[config.mk]
export PLATFORM = sky130hd
export DESIGN_NAME = cgfc_gateway
export DESIGN_NICKNAME = d
export VERILOG_FILES = /design/src/include/cgfc_pkg.sv /design/src/rtl/cgfc_gateway.sv
export SDC_FILE = /design/constraint.sdc
export NUM_CORES = 1
export LEC_CHECK = 0
export BUFFER_PORTS_ARGS = -buffer_cell sky130_fd_sc_hd__buf_2
export CORE_MARGIN = 3
export CORE_UTILIZATION = 50
export DETAILED_ROUTE_END_ITERATION = 8
export GPL_TIMING_DRIVEN = 0
export PLACE_DENSITY = 0.85
export SYNTH_ARGS = -nofsm -noshare
export SYNTH_HDL_FRONTEND = slang
export SYNTH_SLANG_ARGS = --single-unit
[constraint.sdc]
create_clock -name clk_sys_i -period 3.3 [get_ports clk_sys_i]
set_input_delay 0.33 -clock clk_sys_i [delete_from_list [all_inputs] [get_ports clk_sys_i]]
set_output_delay 0.33 -clock clk_sys_i [all_outputs]
set_load 0.005 [all_outputs]
[src/include/cgfc_pkg.sv]
/*
 * Shared constants and carriers for the gateway FIFO interrupt and
 * classical/FD format conversion block: register map, field positions,
 * reset values and the frame and bus request structs.
 * Assumes a single peripheral clock and a simple strobe register port.
 */
package cgfc_pkg;

	// Register port widths.
	localparam int ADDR_W = 8;
	localparam int DATA_W = 32;

	// Upper bounds that the register map leaves room for.
	localparam int MAX_FIFO = 8;
	localparam int MAX_CH   = 32;

	// Register byte offsets; per-FIFO registers take one word each.
	localparam logic [7:0] GLOBAL_CTRL_OFF  = 8'h00;
	localparam logic [7:0] GLOBAL_ERR_OFF   = 8'h04;
	localparam logic [7:0] FD_CONFIG_OFF    = 8'h08;
	localparam logic [7:0] HIST_STATUS_OFF  = 8'h0C;
	localparam logic [7:0] FIFO_CONFIG_BASE = 8'h20;
	localparam logic [7:0] FIFO_STATUS_BASE = 8'h40;

	// Field positions in global_control_reg.
	localparam int GCTL_MSG_LOST_IE = 0;
	localparam int GCTL_HIST_OVF_IE = 1;
	localparam int GCTL_DLC_ERR_IE  = 2;
	// Field positions in global_error_flags_reg.
	localparam int GERR_MSG_LOST = 0;
	localparam int GERR_HIST_OVF = 1;
	localparam int GERR_DLC_ERR  = 2;
	// Field positions in fd_config_reg.
	localparam int FD_CONFIG_REG_CONV_EN = 0;
	localparam int FD_CONFIG_REG_FD_SEL  = 1;
	localparam int FD_CONFIG_REG_BRS_SEL = 2;
	// Field positions in fifo_config_reg and fifo_status_reg.
	localparam int FCFG_TX_IE    = 0;
	localparam int FCFG_COND_SEL = 1;
	localparam int FSTS_TX_FLAG  = 0;
	localparam int FSTS_LOST     = 1;
	localparam int FSTS_EMPTY    = 2;

	// Reset values of the global control and FD configuration fields.
	localparam logic [2:0] GCTRL_RST = 3'h0;
	localparam logic [2:0] FD_CONFIG_REG_RST = 3'h0;

	// Length codes used by the FD conversion.
	localparam logic [3:0] DLC_FD_MIN      = 4'h9;
	localparam logic [3:0] DLC_CLASSIC_MAX = 4'h8;

	// A routed frame header.
	typedef struct packed {
		logic [28:0] id;
		logic        ide;
		logic        fdf;
		logic        brs;
		logic [3:0]  dlc;
	} cgfc_frame_s;

	// One register port request.
	typedef struct packed {
		logic [ADDR_W-1:0] addr;
		logic [DATA_W-1:0] wdata;
		logic              wr;
		logic              rd;
	} cgfc_bus_req_s;

endpackage

[src/rtl/cgfc_gateway.sv]
/*
 * Gateway FIFO transmit interrupt, global error interrupt and the
 * classical/FD format rewrite of routed frames, with its registers.
 * Assumes all event inputs and the frame stream come from logic on the
 * same clock, so none of them is synchronised here.
 * Reset is asynchronous and active low; the register port never stalls.
 */
// Strobed register access and the register offsets are this design's own decisions.
`timescale 1ns/100ps

//Contract
//RULE1: Condition select 1 sets the FIFO transmit flag after every message.
//RULE2: Condition select 0 sets the flag only when transmission empties FIFO.
//RULE3: Transmit flag holds until software writes zero to it.
//RULE4: Enabled message loss in any FIFO raises the global error interrupt.
//RULE5: One module-wide enable gates message-lost reporting for all FIFOs.
//RULE6: Message-lost flag clears only on a zero write to its status register.
//RULE7: Global error interrupt ORs enabled loss, history overflow, DLC error.
//RULE8: Global overflow flag mirrors channel flags, cleared by clearing all.
//RULE9: Conversion enable bit switches on format rewrite of routed frames.
//RULE10: With conversion, FDF and BRS come from the two configuration bits.
//RULE11: With conversion and FD select, DLC of 9 or more becomes 8.
//RULE12: FD select 0 sends classical frames, 1 sends FD frames.
//RULE13: Software never routes remote or long FD frames while converting.
//RULE14: Handlers clear each serviced source flag in this block.
//RULE15: Handlers read the cleared flag back before returning.
//RULE16: Interrupt levels follow flag and enable, dropping a cycle after.
module cgfc_gateway #(
	parameter int NUM_FIFO = 3,
	parameter int NUM_CH   = 3
) (
	// Clock and reset.
	input  wire logic                      clk_sys_i,
	input  wire logic                      rst_n_i,
	// Register port.
	input  wire cgfc_pkg::cgfc_bus_req_s   bus_req_i,
	output logic [cgfc_pkg::DATA_W-1:0]    bus_rdata_o,
	// FIFO and channel events.
	input  wire logic [NUM_FIFO-1:0]       fifo_tx_done_i,
	input  wire logic [NUM_FIFO-1:0]       fifo_empty_i,
	input  wire logic [NUM_FIFO-1:0]       fifo_msg_lost_i,
	input  wire logic [NUM_CH-1:0]         hist_ovf_i,
	input  wire logic                      dlc_err_i,
	// Routed frame stream.
	input  wire logic                      gw_in_valid_i,
	input  wire cgfc_pkg::cgfc_frame_s     gw_in_frame_i,
	output logic                           gw_out_valid_o,
	output cgfc_pkg::cgfc_frame_s          gw_out_frame_o,
	// Interrupts.
	output logic [NUM_FIFO-1:0]            fifo_tx_irq_o,
	output logic                           global_err_irq_o
);

	// All state of the block.
	typedef struct packed {
		logic [2:0]                  gctrl;
		logic [2:0]                  fd_config_reg;
		logic                        dlc_err;
		logic [NUM_CH-1:0]           hist;
		logic [NUM_FIFO-1:0]         tx_ie;
		logic [NUM_FIFO-1:0]         cond_sel;
		logic [NUM_FIFO-1:0]         tx_flag;
		logic [NUM_FIFO-1:0]         lost;
		logic [NUM_FIFO-1:0]         tx_irq;
		logic                        err_irq;
		logic [cgfc_pkg::DATA_W-1:0] rdata;
		logic                        out_valid;
		cgfc_pkg::cgfc_frame_s       out_frame;
	} cgfc_state_s;

	cgfc_state_s                 st_q;
	cgfc_state_s                 st_d;
	logic [cgfc_pkg::DATA_W-1:0] rd_mux;
	logic [NUM_FIFO-1:0]         cfg_wr_hit;
	logic [NUM_FIFO-1:0]         sts_wr_hit;
	logic                        hist_wr_hit;
	logic                        gerr_wr_hit;

	// Byte address of the word for FIFO idx in a per-FIFO bank.
	function automatic logic [7:0] slot(input logic [7:0] base,
	                                    input int idx);
		slot = 8'(int'(base) + idx * 4);
	endfunction

	// Write-zero-to-clear flag; a new event in the same cycle wins.
	// Letting the set win means an event that lands on the clearing write
	// is never lost; software still sees it when it reads the flag back.
	function automatic logic w0c(input logic cur, input logic set,
	                             input logic hit, input logic wbit);
		w0c = set | (cur & ~(hit & ~wbit));
	endfunction

	// Format rewrite of one routed frame.
	// Remote and long FD frames are not filtered here; software keeps them
	// off the route while the rewrite is on.
	function automatic cgfc_pkg::cgfc_frame_s convert(
		input cgfc_pkg::cgfc_frame_s f, input logic [2:0] cfg);
		convert = f;
		if (cfg[cgfc_pkg::FD_CONFIG_REG_CONV_EN]) begin // see RULE9
			convert.fdf = cfg[cgfc_pkg::FD_CONFIG_REG_FD_SEL]; // see RULE10 RULE12
			convert.brs = cfg[cgfc_pkg::FD_CONFIG_REG_BRS_SEL]; // see RULE10
			// Classical lengths above 8 bytes cannot map onto FD codes.
			if (cfg[cgfc_pkg::FD_CONFIG_REG_FD_SEL] &&
			    f.dlc >= cgfc_pkg::DLC_FD_MIN) begin // see RULE11
				convert.dlc = cgfc_pkg::DLC_CLASSIC_MAX;
			end
		end
	endfunction

	// Next-state logic: register port, flags, interrupts and frame path.
	always_comb begin
		st_d        = st_q;
		rd_mux      = '0;
		cfg_wr_hit  = '0;
		sts_wr_hit  = '0;
		hist_wr_hit = bus_req_i.wr &&
		              bus_req_i.addr == cgfc_pkg::HIST_STATUS_OFF;
		gerr_wr_hit = bus_req_i.wr &&
		              bus_req_i.addr == cgfc_pkg::GLOBAL_ERR_OFF;

		// Read multiplexer; unmapped addresses read as zero.
		if (bus_req_i.addr == cgfc_pkg::GLOBAL_CTRL_OFF) begin
			rd_mux[2:0] = st_q.gctrl;
		end else if (bus_req_i.addr == cgfc_pkg::GLOBAL_ERR_OFF) begin
			rd_mux[cgfc_pkg::GERR_MSG_LOST] = |st_q.lost;
			rd_mux[cgfc_pkg::GERR_HIST_OVF] = |st_q.hist; // see RULE8
			rd_mux[cgfc_pkg::GERR_DLC_ERR]  = st_q.dlc_err;
		end else if (bus_req_i.addr == cgfc_pkg::FD_CONFIG_OFF) begin
			rd_mux[2:0] = st_q.fd_config_reg;
		end else if (bus_req_i.addr == cgfc_pkg::HIST_STATUS_OFF) begin
			rd_mux[NUM_CH-1:0] = st_q.hist;
		end
		for (int k = 0; k < NUM_FIFO; k++) begin
			if (bus_req_i.addr == slot(cgfc_pkg::FIFO_CONFIG_BASE, k)) begin
				rd_mux[cgfc_pkg::FCFG_TX_IE]    = st_q.tx_ie[k];
				rd_mux[cgfc_pkg::FCFG_COND_SEL] = st_q.cond_sel[k];
			end else if (bus_req_i.addr ==
			             slot(cgfc_pkg::FIFO_STATUS_BASE, k)) begin
				rd_mux[cgfc_pkg::FSTS_TX_FLAG] = st_q.tx_flag[k];
				rd_mux[cgfc_pkg::FSTS_LOST]    = st_q.lost[k];
				rd_mux[cgfc_pkg::FSTS_EMPTY]   = fifo_empty_i[k];
			end
		end
		// Read data stand only in the cycle after the strobe.
		st_d.rdata = bus_req_i.rd ? rd_mux : '0;

		// Plain control registers.
		if (bus_req_i.wr && bus_req_i.addr == cgfc_pkg::GLOBAL_CTRL_OFF) begin
			st_d.gctrl = bus_req_i.wdata[2:0];
		end
		if (bus_req_i.wr && bus_req_i.addr == cgfc_pkg::FD_CONFIG_OFF) begin
			st_d.fd_config_reg = bus_req_i.wdata[2:0];
		end

		// Global sticky sources, each cleared by a zero write.
		st_d.dlc_err = w0c(st_q.dlc_err, dlc_err_i, gerr_wr_hit,
		                   bus_req_i.wdata[cgfc_pkg::GERR_DLC_ERR]);
		for (int c = 0; c < NUM_CH; c++) begin
			st_d.hist[c] = w0c(st_q.hist[c], hist_ovf_i[c], hist_wr_hit,
			                   bus_req_i.wdata[c]); // see RULE8
		end

		// Per-FIFO configuration and flags.
		for (int k = 0; k < NUM_FIFO; k++) begin
			cfg_wr_hit[k] = bus_req_i.wr &&
			    bus_req_i.addr == slot(cgfc_pkg::FIFO_CONFIG_BASE, k);
			sts_wr_hit[k] = bus_req_i.wr &&
			    bus_req_i.addr == slot(cgfc_pkg::FIFO_STATUS_BASE, k);
			if (cfg_wr_hit[k]) begin
				st_d.tx_ie[k]    = bus_req_i.wdata[cgfc_pkg::FCFG_TX_IE];
				st_d.cond_sel[k] = bus_req_i.wdata[cgfc_pkg::FCFG_COND_SEL];
			end
			// Empty is sampled with the completion, i.e. after it.
			st_d.tx_flag[k] = w0c(st_q.tx_flag[k],
			    fifo_tx_done_i[k] &&
			    (st_q.cond_sel[k] || fifo_empty_i[k]), // see RULE1 RULE2
			    sts_wr_hit[k],
			    bus_req_i.wdata[cgfc_pkg::FSTS_TX_FLAG]); // see RULE3
			st_d.lost[k] = w0c(st_q.lost[k], fifo_msg_lost_i[k],
			    sts_wr_hit[k],
			    bus_req_i.wdata[cgfc_pkg::FSTS_LOST]); // see RULE6
		end

		// Interrupt levels lag their flags by one register stage.
		// The extra stage keeps every output on a flip-flop at one cycle's cost.
		st_d.tx_irq  = st_q.tx_flag & st_q.tx_ie; // see RULE16
		st_d.err_irq =
		    (st_q.gctrl[cgfc_pkg::GCTL_MSG_LOST_IE] &&
		     |st_q.lost) || // see RULE4 RULE5
		    (st_q.gctrl[cgfc_pkg::GCTL_HIST_OVF_IE] && |st_q.hist) ||
		    (st_q.gctrl[cgfc_pkg::GCTL_DLC_ERR_IE] &&
		     st_q.dlc_err); // see RULE7

		// Frame path; the header is held when no frame arrives.
		st_d.out_valid = gw_in_valid_i;
		if (gw_in_valid_i) begin
			st_d.out_frame = convert(gw_in_frame_i, st_q.fd_config_reg);
		end
	end

	// State register. Reset only loads constants, so the asynchronous
	// branch never depends on a signal that may itself be in reset; the
	// control fields take their named reset values on top of the zeros.
	always_ff @(posedge clk_sys_i or negedge rst_n_i) begin
		if (!rst_n_i) begin
			st_q       <= '0;
			st_q.gctrl <= cgfc_pkg::GCTRL_RST;
			st_q.fd_config_reg <= cgfc_pkg::FD_CONFIG_REG_RST;
		end else begin
			st_q <= st_d;
		end
	end

	// Outputs straight from the state register.
	assign bus_rdata_o      = st_q.rdata;
	assign gw_out_valid_o   = st_q.out_valid;
	assign gw_out_frame_o   = st_q.out_frame;
	assign fifo_tx_irq_o    = st_q.tx_irq;
	assign global_err_irq_o = st_q.err_irq;

	// Per-FIFO flag and interrupt checks.
	for (genvar k = 0; k < NUM_FIFO; k++) begin : g_fifo_chk

	end

	// Per-channel history overflow flags are sticky until cleared.
	for (genvar c = 0; c < NUM_CH; c++) begin : g_hist_chk

	end
endmodule

==> results of run 1 <==
==> worst max-delay path, stage by stage <==
cell     delay (ns)
buf_2          0.10
buf_2          0.17
nor4_1         0.68
nand4_1        0.25
or2_2          0.33
a21o_1         0.18
==> power groups by stage <==
stage	clock network, uW	logic [uW]	registers [uW]
after floorplan	0	200	900
after global placement	0	321	905
after detailed placement	0	328	908
after CTS	707	329	893
after global routing	744	360	899
final	694	328	892
==> area by class of cell <==
type	count	area, sq um	share of cell area
tap	93	116	0.0261
multi-input combinational	190	1340	0.299
timing repair buffer	105	528	0.118
clock inverter	4	50.0	0.0112
buffer	84	596	0.133
sequential	66	1650	0.370
clock buffer	12	155	0.0348
inverter	8	30.0	0.00673
==> cells in the final DEF, fill, tap and decap left out, types with 7 or more instances in the layout <==
master,netlist,layout
o21ai_0,11,11
inv_1,8,8
nor3_1,7,7
mux2_2,43,43
buf_2,2,106
nand2_1,11,11
nor2_1,9,9
clkbuf_8,0,11
nand3_1,8,8
a21oi_1,10,10
conb_1,1,29
dfrtp_1,66,66
buf_4,72,73
clkbuf_1,7,8
==> stage by stage <==
step                      utilization  power, uW
final                           0.679       1910
after global routing            0.679       2000
after CTS                       0.679       1930
after detailed placement        0.648       1240
after global placement          0.648       1230
after floorplan                     -       1100
==> per-layer routing <==
| metal | up-vias | global-route usage | wire (microns) |
|---|---|---|---|
| met1 | 1265 | 0.239 | 3200 |
| met5 | - | 0 | 0 |
| met3 | 17 | 0.0451 | 668 |
| li1 | 1310 | - | - |
| met4 | 0 | 0.0792 | 161 |
| met2 | 145 | 0.325 | 3840 |
==> cells by family (layout without fill, tap and decap cells) <==
family / count (synthesis) / in the layout / share of synthesized area
AOI/OAI and AO/OA: 46 / 46 / 0.0878
buffers and inverters: 92 / 213 / 0.178
and+or+nand+nor: 68 / 68 / 0.112
DFF: 66 / 66 / 0.471
other: 1 / 29 / 0.00107
muxes: 47 / 47 / 0.149
==> worst max-delay path by stage <==
stage / start / slack, ns / depth (start not counted) / endpoint
after global routing: bus_req_i[40] / 1.30 / 6 / st_q[86]
after CTS: bus_req_i[40] / 1.55 / 6 / st_q[86]
after detailed placement: bus_req_i[40] / 1.19 / 6 / st_q[86]
final: bus_req_i[40] / 1.50 / 6 / st_q[86]
after floorplan: bus_req_i[39] / 1.52 / 6 / st_q[76]
after global placement: bus_req_i[40] / 1.20 / 6 / st_q[86]
==> registers in the layout (all words and copies together) (netlist names) <==
signal and cells:
gw_out_valid_o 1, fifo_tx_irq_o 3, st_q 22, bus_rdata_o 3, global_err_irq_o 1, gw_out_frame_o 36
==> flow_metrics.env, run 1 <==
export IMPL_path_clk_slew_ns=0.07
export IMPL_yosysTopAreaCellShare=0.471
export IMPL_grt_pass1_vias=2646
export IMPL_end_kind="flop"
export IMPL_postCtsSetupBuffers=0
export IMPL_synth_edf_count=0
export IMPL_ys_seq_area_frac=0.471
export IMPL_ctsHoldBuffers=0
export IMPL_seq_power_share=0.466
export IMPL_cp_start_kind="input pin"
export IMPL_start_util=0.534
export IMPL_r2r_end="bus_rdata_o[1]"
export IMPL_synthToLayoutAreaGrowth_pct=27.2
export IMPL_die_h_microns=89.8
export IMPL_reg2reg_from="st_q[87]"
export IMPL_ys_warn_count=0
export IMPL_powerDensity_nw_per_um2=429
export IMPL_die_area_sq_um=8060
export IMPL_synth_top_cell_by_area="dfrtp_1"
export IMPL_report_final_setup_viol=0
export IMPL_cts_root_buffer="clkbuf_8"
export IMPL_clkSinkCount=66
export IMPL_grt_max_degree=67
export IMPL_synthCells=320
export IMPL_tns_ns=0
export IMPL_core_sq_um=6570
export IMPL_die_x_microns=89.8
export IMPL_dr_total_vias=2737
export IMPL_htreeDepth=3
export IMPL_cts_resized=0
export IMPL_port_buffers=105
export IMPL_comb_power_share=0.171
export IMPL_grt_pass1_wl_mm=12.7
export IMPL_fin_cells=562
export IMPL_dp_slack_ns=1.19
export IMPL_syn_cell_area_sq_um=3510
export IMPL_cp_required_ns=3.53
export IMPL_leakage_uw=0.00220
export IMPL_synthFlopType="dfrtp_1"
export IMPL_overflow=0
export IMPL_viasPerCell=4.87
export IMPL_placedInstanceArea_sq_um=4260
export IMPL_p_sw_uw=468
export IMPL_fmax_ghz=0.555
export IMPL_finalHoldWorstSlack_ns=0.0767
export IMPL_ys_types=47
export IMPL_synth_common_cells="buf_4 (72), dfrtp_1 (66), mux2_2 (43)"
export IMPL_drv_cap=0
export IMPL_critPathMaxFanout=10
export IMPL_r2r_worst_path_cells=4
export IMPL_routed_wl_mm=7.88
export IMPL_synthArstFlopShare=1.00
export IMPL_insertion_delay_ns=0.33
export IMPL_relSlewSlack=0.350
export IMPL_status="complete, no violations"
export IMPL_vdd_drop_max_mv=0.288
export IMPL_fin_area_sq_um=4460
export IMPL_p_int_uw=1450
export IMPL_antenna_cells=0
export IMPL_synth_top_cells_by_area="dfrtp_1 (47%), buf_4 (15%), mux2_2 (14%), o21ai_0 (1.6%), a21oi_1 (1.4%)"
export IMPL_rows=29
export IMPL_ioPinCount=167
export IMPL_power_share_clock=0.363
export IMPL_wire_per_inst_microns=14.0
export IMPL_drive_gt1_frac=0.525
export IMPL_fill_cells=519
export IMPL_worst_pin_slew_ns=0.961
export IMPL_nets=558
export IMPL_sw_frac_of_total=0.244
export IMPL_clock_path_buffers=2
export IMPL_first_pass_iters=5
export IMPL_drc=0
export IMPL_fin_crit_sh=0.546
export IMPL_grt_setup_unrepaired="no"
export IMPL_hold_path_class="in -> async"
export IMPL_criticalPathCategory="in -> reg"
export IMPL_grtUsageTotal=0.193
export IMPL_cts_made_buffers=9
export IMPL_setup_slack_ns=1.50
export IMPL_postRouteAntennaNets=0
export IMPL_cts_tree="yes"
export IMPL_antenna_found_initial=0
export IMPL_clock_skew_ns=0.00732
export IMPL_cp_arrival_ns=2.03
export IMPL_place_inst=546
export IMPL_ys_ff_latch=66
export IMPL_drtIter0Drc=107
export IMPL_avgSynthCellArea_sq_um=11.0
export IMPL_min_period_ns=1.80
export IMPL_final_hold_viol_count=0
export IMPL_timing_final_max_slew_violations=0
export IMPL_r2r_slack_ns=1.83
export IMPL_dp_hpwl_mm=6.08
export IMPL_yosysMostFrequentCell="buf_4"
export IMPL_gp_congestion=0.909
No activity file was read; power rests on OpenSTA's default activity.
==> run 2: changes to the inputs <==
--- a/config.mk
+++ b/config.mk
@@ -7,10 +7,10 @@
 export LEC_CHECK = 0
 export BUFFER_PORTS_ARGS = -buffer_cell sky130_fd_sc_hd__buf_2
 export CORE_MARGIN = 3
-export CORE_UTILIZATION = 50
+export CORE_UTILIZATION = 42
 export DETAILED_ROUTE_END_ITERATION = 8
 export GPL_TIMING_DRIVEN = 0
-export PLACE_DENSITY = 0.85
+export PLACE_DENSITY = 0.76
 export SYNTH_ARGS = -nofsm -noshare
 export SYNTH_HDL_FRONTEND = slang
 export SYNTH_SLANG_ARGS = --single-unit
==> constraint.sdc (replaced) <==
create_clock -name clk_sys_i -period 1.5 [get_ports clk_sys_i]
set_input_delay 0.15 -clock clk_sys_i [delete_from_list [all_inputs] [get_ports clk_sys_i]]
set_output_delay 0.15 -clock clk_sys_i [all_outputs]
set_load 0.005 [all_outputs]
==> flow_metrics.env, run 2 (synthesis gave the netlist of run 1 again) <==
export IMPL_status="complete, no violations"
export IMPL_ioPinCount=167
export IMPL_grt_max_degree=67
export IMPL_relSlewSlack=0.452
export IMPL_cts_tree="yes"
export IMPL_nets=567
export IMPL_vdd_drop_max_mv=0.527
export IMPL_drtIter0Drc=85
export IMPL_timing_final_max_slew_violations=0
export IMPL_grt_pass1_vias=2706
export IMPL_port_buffers=105
export IMPL_r2r_end="bus_rdata_o[1]"
export IMPL_worst_pin_slew_ns=0.822
export IMPL_drv_cap=0
export IMPL_clock_path_buffers=2
export IMPL_report_final_setup_viol=0
export IMPL_reg2reg_from="st_q[87]"
export IMPL_end_kind="flop"
export IMPL_die_x_microns=97.4
export IMPL_leakage_uw=0.00225
export IMPL_dp_hpwl_mm=6.00
export IMPL_overflow=0
export IMPL_place_inst=555
export IMPL_cts_root_buffer="clkbuf_8"
export IMPL_criticalPathCategory="in -> reg"
export IMPL_cp_arrival_ns=1.67
export IMPL_largest_reg_flops=36
export IMPL_clkSinkCount=66
export IMPL_core_sq_um=7930
export IMPL_first_pass_iters=4
export IMPL_viasPerCell=4.69
export IMPL_path_clk_slew_ns=0.08
export IMPL_drive_gt1_frac=0.531
export IMPL_insertion_delay_ns=0.35
export IMPL_die_area_sq_um=9480
export IMPL_grtUsageTotal=0.168
export IMPL_gp_congestion=0.858
export IMPL_most_common_layout_cells="buf_2 (105), buf_4 (74), dfrtp_1 (66), mux2_2 (43), conb_1 (29)"
export IMPL_dp_slack_ns=-0.417
export IMPL_hold_path_class="in -> reg"
export IMPL_setup_slack_ns=0.0599
export IMPL_wire_per_inst_microns=13.6
export IMPL_powerDensity_nw_per_um2=916
export IMPL_antenna_cells=0
export IMPL_cp_required_ns=1.73
export IMPL_critPathMaxFanout=8
export IMPL_clock_skew_ns=0.00688
export IMPL_rows=32
export IMPL_mostFrequentLayoutCell="buf_2"
export IMPL_drc=0
export IMPL_cts_made_buffers=9
export IMPL_setup_worst_path_start="bus_req_i[41]"
export IMPL_r2r_worst_path_cells=4
export IMPL_tns_ns=0
export IMPL_dr_total_vias=2718
export IMPL_synthToLayoutAreaGrowth_pct=31.3
export IMPL_cp_start_kind="input pin"
export IMPL_fmax_ghz=0.694
export IMPL_min_period_ns=1.44
export IMPL_fill_cells=693
export IMPL_r2r_slack_ns=0.07
export IMPL_antenna_found_initial=0
export IMPL_htreeDepth=3
export IMPL_postRouteAntennaNets=0
export IMPL_fin_cells=580
export IMPL_fin_crit_sh=0.960
export IMPL_grt_pass1_wl_mm=12.8
export IMPL_die_h_microns=97.4
export IMPL_routed_wl_mm=7.90
export IMPL_start_util=0.442
export IMPL_final_hold_viol_count=0
export IMPL_setup_worst_path_end="st_q[76]"
run 2: layout make-up:
class | count | area, sq um | area share
inverters | 8 | 30.0 | 0.00652
flip-flops and latches | 66 | 1650 | 0.359
clock buffers | 10 | 138 | 0.0299
multi-input cells | 190 | 1380 | 0.299
plain buffers | 84 | 598 | 0.130
repair buffers | 114 | 618 | 0.134
clock inverters | 6 | 65.1 | 0.0141
well taps | 102 | 128 | 0.0277
run 2: timing repair:
item,in CTS,in global routing
setup endpoints to repair,3,7
hold buffers,9,0
setup buffers,0,0
resized for setup,2,9
hold endpoints to repair,74,0
pin swaps,0,1
run 2: critical path: stages:
cell,delay (ns)
buf_2,0.17
or4b_1,0.52
buf_4,0.18
or3b_4,0.40
o31ai_2,0.18
nand2_1,0.07
run 2: report_power, final:
part	total, uW	switching, uW	internal [uW]	leakage (uW)
sequential	1960	64.2	1900	0.000782
combinational	745	301	443	0.00137
clock	1510	696	815	0.000103
total	4220	1060	3160	0.00225
run 2: layer usage:
| layer | vias to the layer above | part of all wire | GRT usage |
|---|---|---|---|
| met2 | 113 | 0.48 | 0.284 |
| met5 | - | 0 | 0 |
| met1 | 1260 | 0.42 | 0.206 |
| met3 | 9 | 0.081 | 0.0517 |
| met4 | 0 | 0.011 | 0.0543 |
| li1 | 1336 | - | - |
run 2: worst min path at each step:
stage / startpoint / end / slack, ns / cells past startpoint
global placement: gw_in_valid_i / gw_out_valid_o / 0.28 / 1
floorplan: rst_n_i / bus_rdata_o[0] / -0.15 / 0
CTS: gw_in_frame_i[31] / gw_out_frame_o[31] / 0.02 / 2
finish: gw_in_frame_i[31] / gw_out_frame_o[31] / 0.03 / 2
detailed placement: gw_in_valid_i / gw_out_valid_o / 0.28 / 1
global route: gw_in_frame_i[31] / gw_out_frame_o[31] / 0.01 / 2
run 2: through the flow:
step / util / area [sq um] / total power [uW] / hold slack (ns)
2_1_floorplan: - / 3610 / 2420 / -0.146
3_3_place_gp: 0.538 / 4270 / 2700 / 0.277
3_5_place_dp: 0.538 / 4270 / 2720 / 0.283
4_1_cts: 0.577 / 4570 / 4260 / 0.0179
5_1_grt: 0.581 / 4600 / 4460 / 0.0116
6_report: 0.581 / 4600 / 4220 / 0.0278
